--- config.mk ---
export PLATFORM = sky130hd
export DESIGN_NAME = tm_timer_io
export DESIGN_NICKNAME = d
export VERILOG_FILES = /design/src/include/tm_pkg.sv /design/src/rtl/tm_timer_io.sv /design/src/rtl/tm_pin_sync.sv
export SDC_FILE = /design/constraint.sdc
export NUM_CORES = 1
export LEC_CHECK = 0
export BUFFER_PORTS_ARGS = -buffer_cell sky130_fd_sc_hd__buf_4
export CORE_MARGIN = 8
export CORE_UTILIZATION = 48
export CTS_BUF_LIST = sky130_fd_sc_hd__clkbuf_16
export CTS_CLUSTER_SIZE = 20
export DETAILED_ROUTE_END_ITERATION = 16
export PLACE_DENSITY = 0.76
export SLEW_MARGIN = 20
export SYNTH_ARGS = -nofsm -noshare
export SYNTH_HDL_FRONTEND = slang
export SYNTH_SLANG_ARGS = --single-unit
--- constraint.sdc ---
create_clock -name sys_clk -period 2.15 [get_ports sys_clk]
set_input_delay 0.215 -clock sys_clk [delete_from_list [all_inputs] [get_ports sys_clk]]
set_output_delay 0.215 -clock sys_clk [all_outputs]
set_load 0.05 [all_outputs]
--- src/include/tm_pkg.sv ---
package tm_pkg;

    // Bus geometry. Registers are 8 bits wide in the low byte of an aligned word.
    localparam int TM_ADR_W = 10;
    localparam int TM_DAT_W = 32;

    // Register indices; the byte address is four times the index.
    localparam logic [7:0] TM_IDX_P5_DATA = 8'h05;
    localparam logic [7:0] TM_IDX_P5_DIR = 8'h14;
    localparam logic [7:0] TM_IDX_MODE = 8'hF1;
    localparam logic [7:0] TM_IDX_COUNT = 8'hF2;
    localparam logic [7:0] TM_IDX_SCALER = 8'hF3;

    // Fields of timer_mode_control.
    localparam int TM_MODE_OUT_HI = 7;
    localparam int TM_MODE_OUT_LO = 6;
    localparam int TM_MODE_IN_HI = 5;
    localparam int TM_MODE_IN_LO = 4;
    localparam int TM_MODE_EN = 3;
    localparam int TM_MODE_LOAD = 2;

    // Fields of timer_scaler_config.
    localparam int TM_SCL_MOD_HI = 7;
    localparam int TM_SCL_MOD_LO = 2;
    localparam int TM_SCL_SRC = 1;
    localparam int TM_SCL_CONT = 0;

    // Port-5 lines used by the timer.
    localparam int TM_LINE_OUT = 6;
    localparam int TM_LINE_IN = 2;

    // Output selections of the mode register.
    localparam logic [1:0] TM_OUT_PORT = 2'h0;
    localparam logic [1:0] TM_OUT_TOGGLE = 2'h2;
    localparam logic [1:0] TM_OUT_ICLK = 2'h3;

    // Reset values.
    localparam logic [7:0] TM_MODE_RST = 8'h00;
    localparam logic [7:0] TM_SCALER_RST = 8'h00;
    localparam logic [7:0] TM_COUNT_RST = 8'h00;
    localparam logic [7:0] TM_P5_DATA_RST = 8'h00;
    localparam logic [7:0] TM_P5_DIR_RST = 8'hFF;

    // Timing: sys_clk is the crystal; internal clock is crystal/2, timer clock internal/4.
    localparam int TM_SYS_CLK_MHZ = 125;
    localparam int TM_ICLK_DIV = 2;
    localparam int TM_TCLK_PER_ICLK = 4;
    localparam int TM_XTAL_PER_TCLK = TM_ICLK_DIV * TM_TCLK_PER_ICLK;
    localparam int TM_SYNC_STAGES = 2;

    // Input functions of the timer input line.
    typedef enum logic [1:0] {
        TM_IN_EXT = 2'h0,
        TM_IN_GATE = 2'h1,
        TM_IN_TRIG = 2'h2,
        TM_IN_RETRIG = 2'h3
    } tm_in_e;

    // Run state of the counter; Gray along idle, wait, run.
    typedef enum logic [1:0] {
        TM_ST_IDLE = 2'h0,
        TM_ST_WAIT = 2'h1,
        TM_ST_RUN = 2'h3
    } tm_st_e;

    // Classic Wishbone request from the master.
    typedef struct packed {
        logic cyc;
        logic stb;
        logic we;
        logic [3:0] sel;
        logic [TM_ADR_W-1:0] adr;
        logic [TM_DAT_W-1:0] dat;
    } tm_wb_req_s;

    // Register index from a byte address.
    function automatic logic [7:0] tm_index(input logic [TM_ADR_W-1:0] adr);
        return adr[TM_ADR_W-1:2];
    endfunction

endpackage

--- src/rtl/tm_timer_io.sv ---
// Register access over Wishbone was decided locally.
`timescale 1ns/100ps
// Operation
// Software makes port-5 line 6 an output before using the timer output.
// Mode bits 7:6: 10 routes toggle output, 00 returns line to port data.
// Mode bits 7:6 both set drive the internal clock, crystal/2, onto the pin.
// Setting the load bit forces the output toggle flip-flop high.
// Each end-of-count inverts the toggle flip-flop driving the output pin.
// Continuous counting with fixed initial values gives a half-duty square wave.
// Port writes leave the timer output line alone; reads return its driven level.
// Software clears the clock-source bit to select the external input.
// Mode bits 5:4 pick external clock, gated, triggered or retriggerable input.
// Input counting needs enable; trigger modes load initial values automatically.
// Software makes port-5 line 2 an input before using it as timer input.
// Every falling input edge raises the edge request, whatever the mode.
// In external clock mode each falling input edge clocks the prescaler.
// In gated mode the timer clock drives the prescaler only while input is high.
// Triggered mode loads and starts on first falling edge; later edges ignored.
// Triggered single-pass end-of-count clears enable; continuous runs until cleared.
// Retriggerable mode reloads and restarts on every falling edge while enabled.
// Retriggerable single-pass end-of-count clears enable; edges then ignored.
// Retriggerable end-of-count fires only a full interval after the last edge.
// Load bit copies initial values into down-counters and self-clears next clock.
// The timer input passes a two-stage synchroniser before edge or level use.
module tm_timer_io #(
    parameter int XTAL_PER_TCLK = tm_pkg::TM_XTAL_PER_TCLK
) (
    input wire logic sys_clk,
    input wire logic rst_b,
    input wire tm_pkg::tm_wb_req_s wb_req,
    output logic [tm_pkg::TM_DAT_W-1:0] wb_dat_o,
    output logic wb_ack_o,
    input wire logic [7:0] port5_in,
    output logic [7:0] port5_out,
    output logic [7:0] port5_oe,
    output logic counter_done_request,
    output logic input_edge_request
);
    import tm_pkg::*;

    localparam int DIV_W = $clog2(XTAL_PER_TCLK);

    logic ack_r;
    logic [TM_DAT_W-1:0] rdat_r;
    logic [7:0] mode_r;
    logic [7:0] scaler_r;
    logic [7:0] init_r;
    logic [7:0] p5_data_r;
    logic [7:0] p5_dir_r;
    logic [DIV_W-1:0] div_r;
    logic [5:0] pre_r;
    logic [5:0] pre_nxt;
    logic [7:0] cnt_r;
    logic [7:0] cnt_nxt;
    logic rest_r;
    logic toggle_r;
    logic [7:0] pin_out_r;
    logic [7:0] pin_out_nxt;
    logic done_r;
    logic edge_r;
    tm_st_e st_r;
    tm_st_e st_nxt;
    logic tin_level;
    logic tin_fall;
    logic access;
    logic wr_fire;
    logic [7:0] idx;
    logic wr_mode;
    logic load_go;
    logic trig_load;
    logic tclk;
    logic iclk_rise;
    logic tick;
    logic pre_carry;
    logic eoc;
    logic single;
    logic trig_mode;
    logic [1:0] out_sel;
    tm_in_e in_mode;

    // The timer clock must be a power of two of crystal cycles so the divider wraps.
    if (XTAL_PER_TCLK < 2 || (XTAL_PER_TCLK & (XTAL_PER_TCLK - 1)) != 0) begin
        $error("XTAL_PER_TCLK must be a power of two of at least two");
    end

    tm_pin_sync #(
        .STAGES(TM_SYNC_STAGES)
    ) u_tin_sync (
        .sys_clk(sys_clk),
        .rst_b(rst_b),
        .pin_async(port5_in[TM_LINE_IN]),
        .pin_level(tin_level),
        .pin_fall(tin_fall)
    );

    // Bus decode. A write takes effect on the edge at which ack is seen high.
    assign access = wb_req.cyc & wb_req.stb;
    assign wr_fire = access & wb_req.we & ack_r & wb_req.sel[0];
    assign idx = tm_index(wb_req.adr);
    assign wr_mode = wr_fire && (idx == TM_IDX_MODE);
    assign load_go = wr_mode & wb_req.dat[TM_MODE_LOAD];

    // Field views.
    assign out_sel = mode_r[TM_MODE_OUT_HI:TM_MODE_OUT_LO];
    assign in_mode = tm_in_e'(mode_r[TM_MODE_IN_HI:TM_MODE_IN_LO]);
    assign single = ~scaler_r[TM_SCL_CONT];
    assign trig_mode = ~scaler_r[TM_SCL_SRC] &&
        (in_mode == TM_IN_TRIG || in_mode == TM_IN_RETRIG);

    // Ack one cycle after the request, dropped in the cycle after it was given.
    always_ff @(posedge sys_clk or negedge rst_b) begin
        if (!rst_b) begin
            ack_r <= 1'b0;
        end else begin
            ack_r <= access & ~ack_r;
        end
    end

    // Read data is captured while ack is being raised. Unmapped indices read zero.
    always_ff @(posedge sys_clk or negedge rst_b) begin
        if (!rst_b) begin
            rdat_r <= '0;
        end else if (access && !ack_r && !wb_req.we) begin
            case (idx)
                TM_IDX_MODE: rdat_r <= {24'h000000, mode_r};
                TM_IDX_COUNT: rdat_r <= {24'h000000, cnt_r};
                TM_IDX_SCALER: rdat_r <= {24'h000000, scaler_r};
                TM_IDX_P5_DIR: rdat_r <= {24'h000000, p5_dir_r};
                TM_IDX_P5_DATA: begin
                    // Outputs read their driven level, the timer line included.
                    rdat_r <= {24'h000000, (port5_in & p5_dir_r) | (pin_out_r & ~p5_dir_r)};
                end
                default: rdat_r <= '0;
            endcase
        end
    end

    assign wb_ack_o = ack_r;
    assign wb_dat_o = rdat_r;

    // Crystal divider: bit 0 is the internal clock, the wrap is the timer clock.
    always_ff @(posedge sys_clk or negedge rst_b) begin
        if (!rst_b) begin
            div_r <= '0;
        end else begin
            div_r <= div_r + 1'b1;
        end
    end

    assign iclk_rise = div_r[0];
    assign tclk = &div_r;

    // Mode register. Load self-clears on the next internal clock; a single-pass
    // end-of-count in a trigger mode drops enable unless software writes at once.
    always_ff @(posedge sys_clk or negedge rst_b) begin
        if (!rst_b) begin
            mode_r <= TM_MODE_RST;
        end else if (wr_mode) begin
            mode_r <= wb_req.dat[7:0];
        end else begin
            if (iclk_rise) begin
                mode_r[TM_MODE_LOAD] <= 1'b0;
            end
            if (eoc && single && trig_mode) begin
                mode_r[TM_MODE_EN] <= 1'b0;
            end
        end
    end

    // Scaler, initial count and port direction registers.
    always_ff @(posedge sys_clk or negedge rst_b) begin
        if (!rst_b) begin
            scaler_r <= TM_SCALER_RST;
            init_r <= TM_COUNT_RST;
            p5_dir_r <= TM_P5_DIR_RST;
        end else if (wr_fire) begin
            if (idx == TM_IDX_SCALER) begin
                scaler_r <= wb_req.dat[7:0];
            end
            if (idx == TM_IDX_COUNT) begin
                init_r <= wb_req.dat[7:0];
            end
            if (idx == TM_IDX_P5_DIR) begin
                p5_dir_r <= wb_req.dat[7:0];
            end
        end
    end

    // Port data latch; line 6 keeps its value while it serves the timer.
    always_ff @(posedge sys_clk or negedge rst_b) begin
        if (!rst_b) begin
            p5_data_r <= TM_P5_DATA_RST;
        end else if (wr_fire && idx == TM_IDX_P5_DATA) begin
            p5_data_r <= wb_req.dat[7:0];
            if (out_sel != TM_OUT_PORT) begin
                p5_data_r[TM_LINE_OUT] <= p5_data_r[TM_LINE_OUT];
            end
        end
    end

    // Run state. Trigger modes wait for a falling edge before counting.
    always_comb begin
        st_nxt = st_r;
        trig_load = 1'b0;
        case (st_r)
            TM_ST_IDLE: begin
                if (mode_r[TM_MODE_EN]) begin
                    st_nxt = trig_mode ? TM_ST_WAIT : TM_ST_RUN;
                end
            end
            TM_ST_WAIT: begin
                if (!trig_mode) begin
                    st_nxt = TM_ST_RUN;
                end else if (tin_fall) begin
                    st_nxt = TM_ST_RUN;
                    trig_load = 1'b1;
                end
            end
            TM_ST_RUN: begin
                // Triggered mode ignores later edges; retrigger restarts.
                if (trig_mode && in_mode == TM_IN_RETRIG && tin_fall) begin
                    trig_load = 1'b1;
                end
            end
            default: st_nxt = TM_ST_IDLE;
        endcase
        if (!mode_r[TM_MODE_EN]) begin
            st_nxt = TM_ST_IDLE;
            trig_load = 1'b0;
        end
    end

    always_ff @(posedge sys_clk or negedge rst_b) begin
        if (!rst_b) begin
            st_r <= TM_ST_IDLE;
        end else begin
            st_r <= st_nxt;
        end
    end

    // Clock source to the prescaler. Internal source uses the timer clock alone.
    always_comb begin
        if (scaler_r[TM_SCL_SRC]) begin
            tick = tclk;
        end else begin
            case (in_mode)
                TM_IN_EXT: tick = tin_fall;
                TM_IN_GATE: tick = tclk & tin_level;
                default: tick = tclk;
            endcase
        end
        tick = tick && (st_r == TM_ST_RUN) && !trig_load;
    end

    // Prescaler counts its modulo down to one; zero in the field means 64.
    assign pre_carry = tick && (pre_r == 6'h01);
    assign eoc = pre_carry && !rest_r && (cnt_r == 8'h01);

    always_comb begin
        pre_nxt = pre_r;
        if (load_go || trig_load) begin
            pre_nxt = scaler_r[TM_SCL_MOD_HI:TM_SCL_MOD_LO];
        end else if (pre_carry) begin
            pre_nxt = scaler_r[TM_SCL_MOD_HI:TM_SCL_MOD_LO];
        end else if (tick) begin
            pre_nxt = pre_r - 6'h01;
        end
    end

    // Main down-counter. A start value of 00h counts 256 carries.
    always_comb begin
        cnt_nxt = cnt_r;
        if (load_go || trig_load) begin
            cnt_nxt = init_r;
        end else if (eoc) begin
            // Continuous reloads the initial value; single-pass rests at 00h.
            cnt_nxt = single ? 8'h00 : init_r;
        end else if (pre_carry && !rest_r) begin
            cnt_nxt = cnt_r - 8'h01;
        end
    end

    always_ff @(posedge sys_clk or negedge rst_b) begin
        if (!rst_b) begin
            pre_r <= 6'h00;
            cnt_r <= TM_COUNT_RST;
        end else begin
            pre_r <= pre_nxt;
            cnt_r <= cnt_nxt;
        end
    end

    // Rest flag for single-pass; outside trigger modes the prescaler keeps running meanwhile.
    always_ff @(posedge sys_clk or negedge rst_b) begin
        if (!rst_b) begin
            rest_r <= 1'b0;
        end else if (load_go || trig_load) begin
            rest_r <= 1'b0;
        end else if (eoc && single) begin
            rest_r <= 1'b1;
        end
    end

    // Output toggle flip-flop. Load wins because it re-initialises the waveform.
    always_ff @(posedge sys_clk or negedge rst_b) begin
        if (!rst_b) begin
            toggle_r <= 1'b1;
        end else if (load_go) begin
            toggle_r <= 1'b1;
        end else if (eoc) begin
            toggle_r <= ~toggle_r;
        end
    end

    // Request pulses, one cycle each.
    always_ff @(posedge sys_clk or negedge rst_b) begin
        if (!rst_b) begin
            done_r <= 1'b0;
            edge_r <= 1'b0;
        end else begin
            done_r <= eoc;
            edge_r <= tin_fall;
        end
    end

    assign counter_done_request = done_r;
    assign input_edge_request = edge_r;

    // Pin output selection, registered so the pins come straight from flops.
    always_comb begin
        pin_out_nxt = p5_data_r;
        case (out_sel)
            TM_OUT_TOGGLE: pin_out_nxt[TM_LINE_OUT] = toggle_r;
            TM_OUT_ICLK: pin_out_nxt[TM_LINE_OUT] = ~div_r[0];
            default: pin_out_nxt[TM_LINE_OUT] = p5_data_r[TM_LINE_OUT];
        endcase
    end

    always_ff @(posedge sys_clk or negedge rst_b) begin
        if (!rst_b) begin
            pin_out_r <= TM_P5_DATA_RST;
        end else begin
            pin_out_r <= pin_out_nxt;
        end
    end

    // A direction bit of zero makes the line an output.
    assign port5_out = pin_out_r;
    assign port5_oe = ~p5_dir_r;

endmodule

--- src/rtl/tm_pin_sync.sv ---
`timescale 1ns/100ps
// Brings the asynchronous timer input into the sys_clk domain and finds falling edges.
module tm_pin_sync #(
    parameter int STAGES = tm_pkg::TM_SYNC_STAGES
) (
    input wire logic sys_clk,
    input wire logic rst_b,
    input wire logic pin_async,
    output logic pin_level,
    output logic pin_fall
);
    import tm_pkg::*;

    logic [STAGES-1:0] sync_r;
    logic last_r;

    // Fewer than two stages would leave metastability on the edge detector.
    if (STAGES < 2) begin
        $error("tm_pin_sync needs at least two stages");
    end

    // Shift chain; only the last stage is looked at by any logic.
    always_ff @(posedge sys_clk or negedge rst_b) begin
        if (!rst_b) begin
            sync_r <= '1;
        end else begin
            sync_r <= {sync_r[STAGES-2:0], pin_async};
        end
    end

    // Delayed copy of the clean level for edge detection.
    always_ff @(posedge sys_clk or negedge rst_b) begin
        if (!rst_b) begin
            last_r <= 1'b1;
        end else begin
            last_r <= sync_r[STAGES-1];
        end
    end

    assign pin_level = sync_r[STAGES-1];
    assign pin_fall = last_r & ~sync_r[STAGES-1];

endmodule

==> qor.yml <==
reg2reg_from: "pre_r[1]"
finalCritPeriodShare_pct: 98.02
clk_pin_slew_ns: 0.06
fin_ws_ns: 0.04264
io_buffers: 56
crit_buf_inv: 2
ir_drop_uv: 487.7
synth_edf_count: 0
num_vias: 3427
clockBufferDepth: 2
gp_congestion: 0.8922
synth_flop_cell: "dfrtp_1"
ant_nets: 0
max_stage_delay_ns: 0.46
slew_violations: 0
worstPathRequired_ns: 2.36
initial_core_util_pct: 49.01
setup_tns_ns: 0
max_freq_mhz: 474.5
drive_gt1_share_pct: 30.25
drc_errors: 0
yosys.cell_types.count: 59
stdcell_area_um2: 5220
place_hpwl_um: 8132
ys_seq_elements: 83
clock_latency_ns: 0.34
dieArea_um2: 12080
dp.cells: 572
status: "completed"
overflow: 0
r2r-end: "cnt_r[1]"
hold-path-cell-count: 3
period_needed_ns: 2.107
post_drt_wl_per_cell_um: 19.15
drtIter0Drc: 213
die_h_um: 109.9
vias_per_cell: 5.769
fin_nets: 546
syn-instance-count: 394
criticalPathCategory: "register to register"
end_kind: "register"
totalPowerFinal_mw: 3.815
dr.pass1.iters: 5
path_cells: "inv_2 > ha_1 > nor4b_4 > o2111ai_2 > or4_4 > buf_6 > a311oi_2 > o31ai_1"
ioPinCount: 110
setup_viol: 0
powerDensity_nw_per_um2: 730.9
crit_slowest_cell: "or4_4"
final_util_pct: 60.45
rsz0062_at_grt: "true"
yosys.area.top_type: "dfrtp_1"
finalClockSkew_ns: 0.005689
path_max_fanout: 5
track_usage_pct: 19.14
syn_avg_cell_area_um2: 10.74
worst_slew_pin_slew_ns: 0.6207
slew_headroom_pct: 58.62
cts_htree_levels: 3
mappedNetlistArea_um2: 4233
grt_pass1_wl_um: 17640
grt_max_degree: 49
die_w_um: 109.9
whs_ns: 0.1321
r2r_slack_ns: 0.04
dpl_cell_area_um2: 4853
cts_buffers: 9
clkSinkCount: 83
grt_pass1_vias: 3484
synth_area_leaders: "dfrtp_1 42%, dfstp_2 7.4%, mux2_1 5.6%"
seq_area_frac_synth_pct: 49.42
core_um2: 8636
ctsRootBufferMaster: "clkbuf_16"
hold_viol_final: 0
hp-start: "wb_req[0]"
area_delta_synth_final_pct: 23.32
rows: 34
cts_tree: "yes"
hold_class: "input pin to register"
yosys_warnings: 0
ys_async_sr_fraction_pct: 100.0
path_delay_family: "simple AND/OR/NAND/NOR gates"
crit_arrival_ns: 2.32
post-place-ws_ns: -0.05717
maxCapViolCount: 0
start_kind: "register"
antenna_found_initial: 0
synth_top_area_share_pct: 41.97
drt-total-wl_um: 11380
power.leakage_nw: 2.533
antenna_cells: 0
layout.cells.non_filler: 594
rr_worst_depth: 8
hold-path-endpoint: "p5_dir_r[0]"
## what timing repair did
action | 4_1_cts | 5_1_grt
resized for setup | 4 | 8
gates cloned | 0 | 1
buffers inserted | 0 | 3
pin swaps | 0 | 4
endpoints found under the setup margin | 6 | 14
endpoints found under the hold margin | 42 | 0
hold buffers | 2 | 0
## layout by cell type, fill, tap and decap left out, types with 3 or more instances in the layout
| cell | synthesis | layout |
|---|---|---|
| buf_4 | 26 | 88 |
| dfrtp_1 | 71 | 71 |
| nand2_1 | 35 | 35 |
| nor2_1 | 25 | 24 |
| conb_1 | 1 | 24 |
| inv_1 | 24 | 23 |
| mux2_1 | 21 | 21 |
| dfstp_2 | 12 | 12 |
| o21ai_0 | 11 | 11 |
| a31oi_1 | 10 | 10 |
| a221oi_1 | 10 | 9 |
| a21o_1 | 9 | 9 |
| clkbuf_16 | 0 | 9 |
| mux2_2 | 8 | 8 |
| o21ai_1 | 8 | 8 |
| a32o_1 | 8 | 8 |
| mux2i_1 | 7 | 7 |
| nand3_1 | 8 | 7 |
| a21oi_1 | 7 | 6 |
| nor3_1 | 6 | 5 |
| o211ai_1 | 5 | 5 |
| nand2b_1 | 5 | 4 |
| or3_1 | 4 | 4 |
| o21a_1 | 4 | 4 |
| ha_1 | 6 | 4 |
| clkinvlp_4 | 0 | 4 |
| and2_1 | 3 | 3 |
| nor2b_1 | 3 | 3 |
| o22ai_1 | 3 | 3 |
| o31ai_1 | 3 | 3 |
| clkinv_2 | 0 | 3 |
## area by class of cell
type / count / area [um^2]
inverter: 24 / 90.09
fill: 714 / 3416
clock inverter: 7 / 45.04
tap: 108 / 135.1
clock buffer: 9 / 225.2
sequential: 83 / 2092
multi-input combinational: 271 / 1936
timing repair buffer: 92 / 696.9
## cell usage after synthesis, types with 2 or more instances
cell type	n
a21boi_0	2
a21o_1	9
a21oi_1	7
a221oi_1	10
a22o_1	2
a31oi_1	10
a32o_1	8
and2_1	3
and3_1	2
and4b_1	2
buf_2	6
buf_4	26
clkbuf_1	7
dfrtp_1	71
dfstp_2	12
ha_1	6
inv_1	24
mux2_1	21
mux2_2	8
mux2i_1	7
nand2_1	35
nand2b_1	5
nand3_1	8
nor2_1	25
nor2b_1	3
nor3_1	6
nor4_1	2
nor4_2	2
nor4b_4	2
o211ai_1	5
o21a_1	4
o21ai_0	11
o21ai_1	8
o22ai_1	3
o31ai_1	3
or3_1	4
or4_1	2
xnor2_1	2
## registers in the layout (all words and copies together) (netlist names), 6 cells and up
signal	flops
pre_r	6
init_r	8
port5_out	8
mode_r	8
cnt_r	8
p5_dir_r	8
wb_dat_o	8
scaler_r	8
p5_data_r	8
## layer usage
metal  share of wire (%)  GRT usage [%]
met5                   0              0
met3                 8.2          4.455
met4                 2.7          10.51
met1                  43          24.24
met2                  46          29.67
## report_power, final
group | total, mW | switching [mW] | internal (mW)
Combinational | 0.673 | 0.428 | 0.245
Sequential | 1.73 | 0.0814 | 1.65
Clock | 1.41 | 0.637 | 0.775
Total | 3.82 | 1.15 | 2.67
## how the worst max path moves through the flow
stage               slack (ns)  depth (start not counted)  endpoint     start
global route             -0.03                          8  cnt_r[1]  pre_r[1]
global placement          0.04                          6  pre_r[2]  div_r[0]
CTS                       0.02                          8  cnt_r[1]  pre_r[1]
detailed placement       -0.06                          7  pre_r[3]  div_r[0]
finish                    0.04                          8  cnt_r[1]  pre_r[1]
floorplan                 0.08                          7  pre_r[3]  div_r[0]
## logic make-up (layout without fill, tap and decap cells)
family	after synthesis	in the layout	synth area share (%)
buf+inv	63	132	8.070
flops	83	83	49.42
fa+ha+maj	6	6	1.774
compound gates	93	93	16.52
xor+xnor	3	3	0.6209
simple gates	109	109	14.13
mux	36	36	9.371
other cells	1	24	0.08859
## tightest hold or removal path, delay by kind of cell
family	cells	cell delay, ns
buffers and inverters	1	0.11
AO/OA/AOI/OAI	1	0.06
AND/OR/NAND/NOR	1	0.04
No activity file was read; power rests on OpenSTA's default activity.
